## src/logic/pps_cfg.svh

```systemverilog
`ifndef PPS_CFG_SVH
`define PPS_CFG_SVH
// Register map, byte addresses on the bus
`define PPS_IN_BASE 8'h00
`define PPS_OUT_BASE 8'h40
`define PPS_OSC_OFS 8'h80
`define PPS_STS_OFS 8'h84
`define PPS_MSK_OFS 8'h88
`define PPS_N_IN_REG 14
`define PPS_N_OUT_REG 13
// Field layout inside a map word and the oscillator control word
`define PPS_HI_LSB 8
`define PPS_LOCK_BIT 6
// Unlock keys
`define PPS_KEY1 8'h46
`define PPS_KEY2 8'h57
// Select codes
`define PPS_SEL_GND 5'h1f
`define PPS_SEL_NULL 5'h00
`define PPS_CODE_CMP1 5'h01
`define PPS_CODE_SS2 5'h0c
`define PPS_CODE_CAN 5'h10
`define PPS_CODE_OC1 5'h12
`define PPS_CODE_OC4 5'h15
// Event bits of status and mask
`define PPS_N_EV 3
`define PPS_EV_LOCKED 0
`define PPS_EV_MISM 1
`define PPS_EV_ABORT 2
`endif

```

## src/logic/pps_pkg.sv

```systemverilog
`default_nettype none
package pps_pkg;
  typedef logic [4:0] pps_sel_t;
  typedef enum logic [1:0] {
    PPS_K_IDLE = 2'b00,
    PPS_K_ONE = 2'b01,
    PPS_K_OPEN = 2'b11
  } pps_key_t;
  typedef struct packed {
    logic cyc;
    logic stb;
    logic we;
    logic [3:0] sel;
    logic [7:0] adr;
    logic [31:0] dat;
  } pps_wb_req_t;
endpackage : pps_pkg
`default_nettype wire

```

## src/logic/pps_lock.sv

```systemverilog
`default_nettype none
`include "pps_cfg.svh"
module pps_lock #(
  parameter int N_IN_REG = `PPS_N_IN_REG,
  parameter int N_OUT_REG = `PPS_N_OUT_REG,
  parameter int N_CODE = 22
) (
  // Clock and reset
  input wire logic ref_clk,
  input wire logic rst,
  // Wishbone slave
  input wire pps_pkg::pps_wb_req_t wb_req,
  output logic [31:0] wb_dat_o,
  output logic wb_ack_o,
  // Remappable pins
  input wire logic [2*N_OUT_REG-1:0] remappable_pin_in,
  output logic [2*N_OUT_REG-1:0] remappable_pin_out,
  output logic [2*N_OUT_REG-1:0] remappable_pin_own,
  // Peripheral side
  input wire logic [N_CODE-1:0] periph_out,
  output logic [2*N_IN_REG-1:0] periph_in,
  // Configuration and status
  input wire logic one_session_lock_cfg,
  output logic map_lock_flag,
  output logic config_mismatch_rst,
  output logic irq
);
  localparam int N_INF = 2 * N_IN_REG;
  localparam int N_PIN = 2 * N_OUT_REG;
  localparam logic [5:0] IN_W = 6'(`PPS_IN_BASE >> 2);
  localparam logic [5:0] OUT_W = 6'(`PPS_OUT_BASE >> 2);

  typedef struct packed {
    logic [N_INF-1:0][4:0] in_sel;
    logic [N_PIN-1:0][4:0] out_sel;
    logic [N_INF-1:0][4:0] in_shd;
    logic [N_PIN-1:0][4:0] out_shd;
    logic lock;
    pps_pkg::pps_key_t key;
    logic [`PPS_N_EV-1:0] sts;
    logic [`PPS_N_EV-1:0] msk;
    logic ack;
    logic [31:0] rdat;
    logic [N_PIN-1:0] pin_s1;
    logic [N_PIN-1:0] pin_s2;
    logic cfg_s1;
    logic cfg_s2;
    logic [N_INF-1:0] pin_in;
    logic [N_PIN-1:0] pout;
    logic [N_PIN-1:0] pown;
    logic mism;
  } pps_state_t;

  pps_state_t st_reg;
  pps_state_t st_next;

  // Valid peripheral output codes; the gaps drive nothing
  function automatic logic pps_code_ok(input pps_pkg::pps_sel_t c);
    return (c >= `PPS_CODE_CMP1 && c <= `PPS_CODE_SS2) ||
      c == `PPS_CODE_CAN ||
      (c >= `PPS_CODE_OC1 && c <= `PPS_CODE_OC4);
  endfunction : pps_code_ok

  logic req;
  logic wr;
  logic [5:0] widx;
  logic [5:0] in_i;
  logic [5:0] out_i;
  logic in_hit;
  logic out_hit;
  logic osc_hit;
  logic sts_hit;
  logic msk_hit;
  logic [`PPS_N_EV-1:0] ev;
  logic [`PPS_N_EV-1:0] clr;

  // One request per ack; the master drops stb after it
  assign req = wb_req.cyc & wb_req.stb & ~st_reg.ack;
  assign wr = req & wb_req.we;
  assign widx = wb_req.adr[7:2];
  assign in_i = widx - IN_W;
  assign out_i = widx - OUT_W;
  assign in_hit = widx >= IN_W && widx < IN_W + 6'(N_IN_REG);
  assign out_hit = widx >= OUT_W && widx < OUT_W + 6'(N_OUT_REG);
  assign osc_hit = wb_req.adr == `PPS_OSC_OFS;
  assign sts_hit = wb_req.adr == `PPS_STS_OFS;
  assign msk_hit = wb_req.adr == `PPS_MSK_OFS;

  always_comb begin
    st_next = st_reg;
    ev = '0;
    clr = '0;
    st_next.ack = req;
    // Pins are asynchronous to ref_clk
    st_next.pin_s1 = remappable_pin_in;
    st_next.pin_s2 = st_reg.pin_s1;
    st_next.cfg_s1 = one_session_lock_cfg;
    st_next.cfg_s2 = st_reg.cfg_s1;

    // Input map writes, two fields per word
    for (int f = 0; f < N_INF; f++) begin
      if (wr && in_hit && in_i == 6'(f / 2) && wb_req.sel[f % 2]) begin
        if (st_reg.lock) begin
          ev[`PPS_EV_LOCKED] = 1'b1;
        end else begin
          st_next.in_sel[f] = wb_req.dat[(f % 2) * `PPS_HI_LSB +: 5];
          st_next.in_shd[f] = wb_req.dat[(f % 2) * `PPS_HI_LSB +: 5];
        end
      end
    end

    // Output map writes, kept apart from the input map
    for (int p = 0; p < N_PIN; p++) begin
      if (wr && out_hit && out_i == 6'(p / 2) && wb_req.sel[p % 2]) begin
        if (st_reg.lock) begin
          ev[`PPS_EV_LOCKED] = 1'b1;
        end else begin
          st_next.out_sel[p] = wb_req.dat[(p % 2) * `PPS_HI_LSB +: 5];
          st_next.out_shd[p] = wb_req.dat[(p % 2) * `PPS_HI_LSB +: 5];
        end
      end
    end

    // Key sequence on the low byte of the oscillator control word
    if (wr && osc_hit && wb_req.sel[0]) begin
      unique case (st_reg.key)
        pps_pkg::PPS_K_IDLE: begin
          if (wb_req.dat[7:0] == `PPS_KEY1) begin
            st_next.key = pps_pkg::PPS_K_ONE;
          end
        end
        pps_pkg::PPS_K_ONE: begin
          if (wb_req.dat[7:0] == `PPS_KEY2) begin
            st_next.key = pps_pkg::PPS_K_OPEN;
          end else begin
            st_next.key = pps_pkg::PPS_K_IDLE;
            ev[`PPS_EV_ABORT] = 1'b1;
          end
        end
        pps_pkg::PPS_K_OPEN: begin
          st_next.key = pps_pkg::PPS_K_IDLE;
          // Set lock stays set until reset in one-session mode
          if (!(st_reg.cfg_s2 && st_reg.lock)) begin
            st_next.lock = wb_req.dat[`PPS_LOCK_BIT];
          end
        end
        default: begin
          st_next.key = pps_pkg::PPS_K_IDLE;
        end
      endcase
    end else if (wr && st_reg.key != pps_pkg::PPS_K_IDLE) begin
      st_next.key = pps_pkg::PPS_K_IDLE;
      ev[`PPS_EV_ABORT] = 1'b1;
    end

    // Shadow comparison, no bus path can make the copies differ
    st_next.mism = st_reg.in_sel != st_reg.in_shd ||
      st_reg.out_sel != st_reg.out_shd;
    ev[`PPS_EV_MISM] = st_reg.mism;

    // Status is write one to clear; a new event wins over the clear
    if (wr && sts_hit && wb_req.sel[0]) begin
      clr = wb_req.dat[`PPS_N_EV-1:0];
    end
    st_next.sts = (st_reg.sts & ~clr) | ev;
    if (wr && msk_hit && wb_req.sel[0]) begin
      st_next.msk = wb_req.dat[`PPS_N_EV-1:0];
    end

    // Read data; unmapped reads answer zero
    st_next.rdat = '0;
    if (req && !wb_req.we) begin
      if (in_hit) begin
        st_next.rdat[`PPS_HI_LSB +: 5] = st_reg.in_sel[{in_i[4:0], 1'b1}];
        st_next.rdat[4:0] = st_reg.in_sel[{in_i[4:0], 1'b0}];
      end else if (out_hit) begin
        st_next.rdat[`PPS_HI_LSB +: 5] = st_reg.out_sel[{out_i[4:0], 1'b1}];
        st_next.rdat[4:0] = st_reg.out_sel[{out_i[4:0], 1'b0}];
      end else if (osc_hit) begin
        st_next.rdat[`PPS_LOCK_BIT] = st_reg.lock;
      end else if (sts_hit) begin
        st_next.rdat[`PPS_N_EV-1:0] = st_reg.sts;
      end else if (msk_hit) begin
        st_next.rdat[`PPS_N_EV-1:0] = st_reg.msk;
      end
    end

    // Input routing from synchronised pins
    for (int f = 0; f < N_INF; f++) begin
      if (st_reg.in_sel[f] < 5'(N_PIN)) begin
        st_next.pin_in[f] = st_reg.pin_s2[st_reg.in_sel[f]];
      end else begin
        st_next.pin_in[f] = 1'b0;
      end
    end

    // Output routing; unknown codes behave as null
    for (int p = 0; p < N_PIN; p++) begin
      if (pps_code_ok(st_reg.out_sel[p])) begin
        st_next.pout[p] = periph_out[st_reg.out_sel[p]];
        st_next.pown[p] = 1'b1;
      end else begin
        st_next.pout[p] = 1'b0;
        st_next.pown[p] = 1'b0;
      end
    end
  end

  always_ff @(posedge ref_clk) begin
    if (rst) begin
      st_reg <= '0;
      st_reg.in_sel <= {N_INF{`PPS_SEL_GND}};
      st_reg.in_shd <= {N_INF{`PPS_SEL_GND}};
      st_reg.out_sel <= {N_PIN{`PPS_SEL_NULL}};
      st_reg.out_shd <= {N_PIN{`PPS_SEL_NULL}};
    end else begin
      st_reg <= st_next;
    end
  end

  assign wb_dat_o = st_reg.rdat;
  assign wb_ack_o = st_reg.ack;
  assign periph_in = st_reg.pin_in;
  assign remappable_pin_out = st_reg.pout;
  assign remappable_pin_own = st_reg.pown;
  assign map_lock_flag = st_reg.lock;
  assign config_mismatch_rst = st_reg.mism;
  assign irq = |(st_reg.sts & st_reg.msk);
endmodule : pps_lock
`default_nettype wire

```

## config.mk

```make
export PLATFORM = sky130hd
export DESIGN_NAME = pps_lock
export DESIGN_NICKNAME = d
export VERILOG_FILES = /design/src/logic/pps_pkg.sv /design/src/logic/pps_lock.sv
export VERILOG_INCLUDE_DIRS = /design/src /design/src/logic
export SDC_FILE = /design/constraint.sdc
export NUM_CORES = 1
export LEC_CHECK = 0
export BUFFER_PORTS_ARGS = -buffer_cell sky130_fd_sc_hd__buf_2
export CAP_MARGIN = 20
export CELL_PAD_IN_SITES_DETAIL_PLACEMENT = 0
export CELL_PAD_IN_SITES_GLOBAL_PLACEMENT = 1
export CORE_MARGIN = 5
export CORE_UTILIZATION = 30
export CTS_BUF_LIST = sky130_fd_sc_hd__clkbuf_8
export CTS_CLUSTER_DIAMETER = 100
export DETAILED_ROUTE_END_ITERATION = 10
export PLACE_DENSITY = 0.63
export SLEW_MARGIN = 10
export SYNTH_ARGS = -nofsm -noshare
export SYNTH_HDL_FRONTEND = slang
export SYNTH_SLANG_ARGS = --single-unit
```

## constraint.sdc

```tcl
create_clock -name ref_clk -period 2.5 [get_ports ref_clk]
set_clock_uncertainty 0.05 [all_clocks]
set_input_delay 0.125 -clock ref_clk [delete_from_list [all_inputs] [get_ports ref_clk]]
set_output_delay 0.125 -clock ref_clk [all_outputs]
set_load 0.05 [all_outputs]
```

==> flow_summary.json, run 1 <==
{
  "synthAdderAreaFrac_pct": 0,
  "r2r_slack_ns": 0.14,
  "synth_common_cells": "dfxtp_1 (425), nand2_1 (342), mux4_2 (339), mux2i_1 (274), clkbuf_1 (258)",
  "final_cells": 4448,
  "die_h_um": 328,
  "route.met2.wl_um": 52600,
  "tightest_slew_ns": 0.961,
  "grt_max_degree": 95,
  "cp.required_ns": 3.10,
  "worst-path-max-fanout": 18,
  "arrival_ns": 2.95,
  "cp-endpoint": "periph_in[7]$_SDFF_PP0_",
  "post_cts_buffers": 0,
  "seq_area_sq_mm": 0.00851,
  "end_kind": "register",
  "clk_latency_ns": 0.71,
  "start_util_pct": 30.2,
  "r2r-start": "st_reg[95]$_SDFF_PP0_",
  "post-route-util_pct": 34.4,
  "rsz0062_at_grt": "false",
  "synth_largest_area_cell": "dfxtp_1",
  "seqPwrFrac_pct": 41.2,
  "syn-cell-area_sq_mm": 0.0303,
  "cts_tree": "done",
  "num_vias": 25920,
  "syn_inst": 3064,
  "fmax_mhz": 424,
  "ys_top_cells_by_area": "dfxtp_1 (28%), mux4_2 (25%), mux2i_1 (9.1%)",
  "largest_register_ffs": 305,
  "synth_xor_xnor_area_share_pct": 0,
  "leakage_nw": 13.8,
  "hold_viol_final": 0,
  "antenna_left": 0,
  "clkPwrFrac_pct": 47.0,
  "dp_cells": 4240,
  "die-width_um": 328,
  "period_share_pct": 94.2,
  "power_mw": 16.7,
  "drt-met1-wl_um": 51900,
  "power_switching_mw": 4.70,
  "hp-class": "in2reg",
  "viasPerCell": 5.83,
  "drv_slew": 0,
  "multi_input_area_sq_mm": 0.0191,
  "drt_wl_total_um": 119000,
  "synth_edf_count": 0,
  "power.density_mw_per_mm2": 485,
  "fin_nets": 3181,
  "drive_gt1_share_pct": 29.2,
  "grt_pass1_vias": 24602,
  "yosysMostFrequentCell": "dfxtp_1",
  "final-setup-viol-count": 0,
  "synth_top_area_share_pct": 28.1,
  "core_sq_mm": 0.100,
  "p_int_mw": 12.0,
  "cts_buffers": 84,
  "h-tree-depth": 3,
  "grt-ovfl-total": 0,
  "vdd_drop_max_uv": 362,
  "worstSetupPathType": "reg2reg",
  "setup.worst_path.start_class": "register",
  "syn_to_final_growth_pct": 13.7,
  "reg2regPathDepth": 5,
  "fill_cells": 10232,
  "synth_cell_type_count": 80,
  "synth_compound_area_share_pct": 10.0,
  "met3_length_um": 11500,
  "cts.sinks": 425,
  "root_buffer": "clkbuf_8",
  "drc_errors": 0,
  "post-route-min-period_ns": 2.36,
  "timing.max_cap.violations": 0,
  "top_layer_used": "met5",
  "grt_util_all_layers_pct": 21.5,
  "ys_ff_latch": 425,
  "num_rows": 116,
  "p_sw_share_pct": 28.1,
  "io-pin-count": 214,
  "synthMuxAreaShare_pct": 36.7,
  "outcome": "finished, final reports clean",
  "ys_warn_count": 0,
  "async_reset_ff_share_pct": 0,
  "post_drt_wl_per_cell_um": 26.8,
  "drtIter0Drc": 3323,
  "combPwrFrac_pct": 11.8,
  "synth_top_family_by_area": "multiplexers",
  "clockBufferDepth": 3,
  "clk_pin_slew_ns": 0.06,
  "grt_pass1_wl_um": 175000,
  "ys_seq_area_share_pct": 28.1,
  "r2r_end": "periph_in[7]$_SDFF_PP0_",
  "first_pass_iters": 8,
  "antenna_found_initial": 7,
  "synth_ff_type": "dfxtp_1",
  "critPathLaunch": "st_reg[95]$_SDFF_PP0_",
  "syn_avg_cell_area_sq_um": 9.88,
  "slew_headroom_pct": 35.9,
  "die-area_sq_mm": 0.107,
  "place_congestion": 0.871,
  "portBuffers": 170,
  "dp_hpwl_um": 77100,
  "synthSimpleGateAreaFrac_pct": 15.9
}
power by group through the flow:
stage | clock (mW) | sequential (mW) | combinational (mW)
2_1_floorplan | 0 | 7.00 | 1.16
3_3_place_gp | 0 | 7.02 | 1.85
3_5_place_dp | 0 | 7.02 | 1.86
4_1_cts | 8.02 | 6.87 | 1.93
5_1_grt | 8.35 | 6.87 | 2.04
6_report | 7.85 | 6.87 | 1.96
metal layers:
layer  track usage, %  vias to the layer above
met2             32.5                     1417
met3             4.62                      214
met4             6.51                        4
met5                0                        -
met1             30.8                    12948
li1                 -                    11337
timing repair:
action	4_1_cts	5_1_grt
resized for setup	4	4
pin swaps	0	1
setup endpoints to repair	1	3
hold buffers	55	0
hold endpoints to repair	112	0
cells in the final DEF (no fill, tap or decap), types with 7 or more instances in the layout:
cell | synthesis | routed
a31oi_1 | 20 | 20
buf_4 | 125 | 176
o31ai_1 | 20 | 20
nand3_2 | 7 | 7
dlygate4sd3_1 | 0 | 55
inv_1 | 45 | 61
nor3_1 | 23 | 22
nand2_1 | 342 | 342
a211oi_1 | 40 | 40
and3_1 | 12 | 12
clkbuf_8 | 2 | 109
nand2b_1 | 19 | 19
nand3_1 | 181 | 181
a21oi_1 | 136 | 136
a2111oi_0 | 46 | 45
and2_0 | 7 | 7
o211ai_1 | 50 | 50
mux4_2 | 339 | 339
o22ai_1 | 21 | 21
o21ai_0 | 36 | 36
dfxtp_1 | 425 | 420
nor2b_1 | 116 | 116
clkinv_2 | 0 | 15
or4_1 | 10 | 10
nand4b_1 | 10 | 10
nor2_1 | 168 | 168
o21a_1 | 16 | 16
o311a_1 | 16 | 16
mux2_2 | 37 | 37
a22o_1 | 19 | 19
nor4_1 | 14 | 14
mux4_1 | 12 | 12
buf_12 | 1 | 24
buf_2 | 80 | 167
conb_1 | 1 | 22
mux2i_1 | 274 | 274
nor3b_1 | 16 | 16
critical path: stages (launching register included):
cell and delay (ns):
dfxtp_2 0.68, buf_4 0.30, mux4_2 0.24, a31oi_1 0.09, a2111oi_1 0.70, buf_4 0.22
cell families after synthesis:
kind of cell	count (synthesis)
buffers and inverters	559
flip-flops	425
multiplexers	662
AO/OA/AOI/OAI	446
other	1
AND/OR/NAND/NOR	971
how the worst min path moves through the flow:
stage	from	end	slack, ns	cells past startpoint
after floorplan	remappable_pin_in[17]	st_next[100]$_SDFF_PP0_	0.20	1
after global placement	remappable_pin_in[11]	st_next[94]$_SDFF_PP0_	0.28	2
after detailed placement	remappable_pin_in[18]	st_next[101]$_SDFF_PP0_	0.29	2
after CTS	wb_req[33]	st_reg[169]$_SDFFE_PP0P_	0.03	6
after global routing	wb_req[46]	st_reg[173]$_SDFF_PP0_	0.08	5
final	wb_req[46]	st_reg[173]$_SDFF_PP0_	0.1	5
cell type report:
| cell class | instances | share of cell area (%) |
|---|---|---|
| timing repair buffer | 425 | 9.37 |
| clock buffer | 108 | 4.32 |
| clock inverter | 41 | 0.952 |
| antenna | 4 | 0.0291 |
| multi-input combinational | 2101 | 55.4 |
| sequential | 425 | 24.7 |
| tap | 1298 | 4.72 |
| inverter | 46 | 0.509 |
stage by stage:
stage / cell area, sq um / worst slack, ns / setup TNS, ns / hold slack, ns
floorplan: 30400 / 0.439 / 0 / 0.203
global placement: 32000 / -0.242 / -0.242 / 0.284
detailed placement: 32000 / -0.214 / -0.214 / 0.287
CTS: 34400 / 0.0152 / 0 / 0.0293
global route: 34400 / 0.0122 / 0 / 0.0765
finish: 34400 / 0.144 / 0 / 0.0955
Power figures use the tool's default switching activity.
==> run 2, diff against run 1 <==
CTS_BUF_LIST = sky130_fd_sc_hd__clkbuf_4 sky130_fd_sc_hd__clkbuf_8 sky130_fd_sc_hd__clkbuf_16   (was sky130_fd_sc_hd__clkbuf_8)
==> run 2 against run 1 <==
Net effect:
- largest cell class unchanged
- sequential share of layout area rose by 0.11 points
- largest power group unchanged
- non-clock buffer count fell by 11
- routed wire length is 0.32% lower
- clock power up 2.5%
- clock-buffer cell count down 39
- critical path depth unchanged
- first-iteration DRC count shrank 1.6%
- maximum frequency shrank 1.4%
==> flow_summary.json, run 2 (synthesized netlist as in run 1, its figures left out) <==
{
  "outcome": "finished, final reports clean",
  "clockBufferDepth": 3,
  "portBuffers": 170,
  "post-route-min-period_ns": 2.39,
  "period_share_pct": 95.6,
  "drt_wl_total_um": 119000,
  "timing.max_cap.violations": 0,
  "setup.worst_path.start_class": "register",
  "rsz0062_at_grt": "false",
  "end_kind": "register",
  "mostFrequentLayoutCell": "dfxtp_1",
  "worstSetupPathType": "reg2reg",
  "drive_gt1_share_pct": 28.5,
  "first_pass_iters": 6,
  "cp.required_ns": 3.03,
  "hold_viol_final": 0,
  "viasPerCell": 5.85,
  "slew_headroom_pct": 36.5,
  "core_sq_mm": 0.100,
  "die_h_um": 328,
  "worst-path-max-fanout": 18,
  "mostFrequentLayoutCells": "dfxtp_1 (420), nand2_1 (342), mux4_2 (339)",
  "io-pin-count": 214,
  "arrival_ns": 2.92,
  "post_drt_wl_per_cell_um": 27.1,
  "num_rows": 116,
  "syn_to_final_growth_pct": 13.2,
  "fill_cells": 10223,
  "cp_common_cell": "buf_4",
  "dp_hpwl_um": 77100,
  "drtIter0Drc": 3271,
  "power.density_mw_per_mm2": 492,
  "grt_pass1_wl_um": 174000,
  "r2r_slack_ns": 0.11,
  "min-delay-start": "wb_req[10]",
  "cp-endpoint": "periph_in[7]$_SDFF_PP0_",
  "drv_slew": 0,
  "critPathLaunch": "st_reg[95]$_SDFF_PP0_",
  "slowest_stage": "a2111oi_1",
  "clk_pin_slew_ns": 0.06,
  "dp_slack_ns": -0.214,
  "place_congestion": 0.871,
  "fin_nets": 3137,
  "leakage_nw": 13.6,
  "grt-ovfl-total": 0,
  "fmax_mhz": 419,
  "die-area_sq_mm": 0.107,
  "grt_max_degree": 95,
  "cp_cell_sequence": "buf_4 > mux4_2 > a31oi_1 > a2111oi_1 > buf_4",
  "r2r-start": "st_reg[95]$_SDFF_PP0_",
  "antenna_left": 0,
  "cts_tree": "done",
  "cts_buffers": 51,
  "tightest_slew_ns": 0.953,
  "post-route-util_pct": 34.2,
  "antenna_found_initial": 9,
  "final-setup-viol-count": 0,
  "cts.sinks": 425,
  "drc_errors": 0,
  "num_vias": 25666,
  "vdd_drop_max_uv": 477,
  "r2r_end": "periph_in[7]$_SDFF_PP0_",
  "post_cts_buffers": 0,
  "start_util_pct": 30.2,
  "hp-class": "in2reg",
  "largest_register_ffs": 305,
  "fin_ws_ns": 0.111,
  "die-width_um": 328,
  "clk_latency_ns": 0.64,
  "root_buffer": "clkbuf_16",
  "reg2regPathDepth": 5,
  "grt_pass1_vias": 24196,
  "slowest_delay_ns": 0.73,
  "h-tree-depth": 2,
  "grt_util_all_layers_pct": 21.4
}
run 2: cell count changes in the layout (fill, tap and decap cells not counted), moves of 3 or more:
cell / change
inv_1: -16
clkbuf_4: +10
dlygate4sd3_1: -12
diode_2: +4
clkbuf_16: +51
clkbuf_8: -100
clkinv_2: -3
run 2: area by class of cell:
cell class	count	area (sq um)	area share (%)
Multi-Input combinational cell	2101	19100	55.6
Tap cell	1298	1620	4.74
Clock inverter	24	293	0.854
Inverter	46	175	0.511
Antenna cell	8	20.0	0.0584
Clock buffer	69	1460	4.26
Timing Repair Buffer	414	3120	9.10
Sequential cell	425	8510	24.8
run 2: what timing repair did:
| item | CTS | global route |
|---|---|---|
| hold buffers | 44 | 0 |
| cloned | 0 | 0 |
| hold endpoints to repair | 65 | 0 |
| gates resized for setup | 4 | 7 |
| pin swaps | 0 | 0 |
| setup endpoints to repair | 1 | 2 |
run 2: worst min path at each step:
stage	slack, ns	cells past startpoint	end
after detailed placement	0.29	2	st_next[101]$_SDFF_PP0_
after global routing	0.1	3	st_reg[354]$_SDFFE_PP1P_
after floorplan	0.20	1	st_next[100]$_SDFF_PP0_
after global placement	0.28	2	st_next[94]$_SDFF_PP0_
after CTS	0.06	3	st_reg[234]$_SDFFE_PP0P_
final	0.1	3	st_reg[234]$_SDFFE_PP0P_
run 2: power by group:
| part | total [mW] | leakage, nW | internal, mW | switching, mW |
|---|---|---|---|---|
| sequential | 6.87 | 3.44 | 6.82 | 0.0495 |
| clock | 8.05 | 0.884 | 4.72 | 3.33 |
| combinational | 1.96 | 9.27 | 0.760 | 1.20 |
run 2: worst max-delay path: cells and delay by family, from the launching register on:
| family | cells | cell delay, ns |
|---|---|---|
| buf+inv | 2 | 0.52 |
| compound gates | 2 | 0.82 |
| mux | 1 | 0.24 |
| flops | 1 | 0.69 |
run 2: per-layer routing:
metal / vias to the layer above / global-route usage [%] / part of all wire (%) / wire, um
met5: - / 0 / 0.018 / 21
met4: 4 / 5.75 / 2.9 / 3460
met3: 223 / 4.34 / 9.5 / 11300
met2: 1398 / 32.8 / 44 / 52600
met1: 12796 / 30.7 / 43 / 51600
li1: 11245 / - / - / -
run 2: per-stage QoR:
step                hold WS [ns]  cells  total power, mW  TNS [ns]  cell area [sq um]
finish                    0.0960   4385             16.9         0              34300
global route              0.0996   4378             17.4         0              34300
CTS                       0.0575   4377             17.0         0              34200
detailed placement         0.287   4240             8.88    -0.214              32000
global placement           0.284   4240             8.87    -0.242              32000
floorplan                  0.203   3085             8.16         0              30400
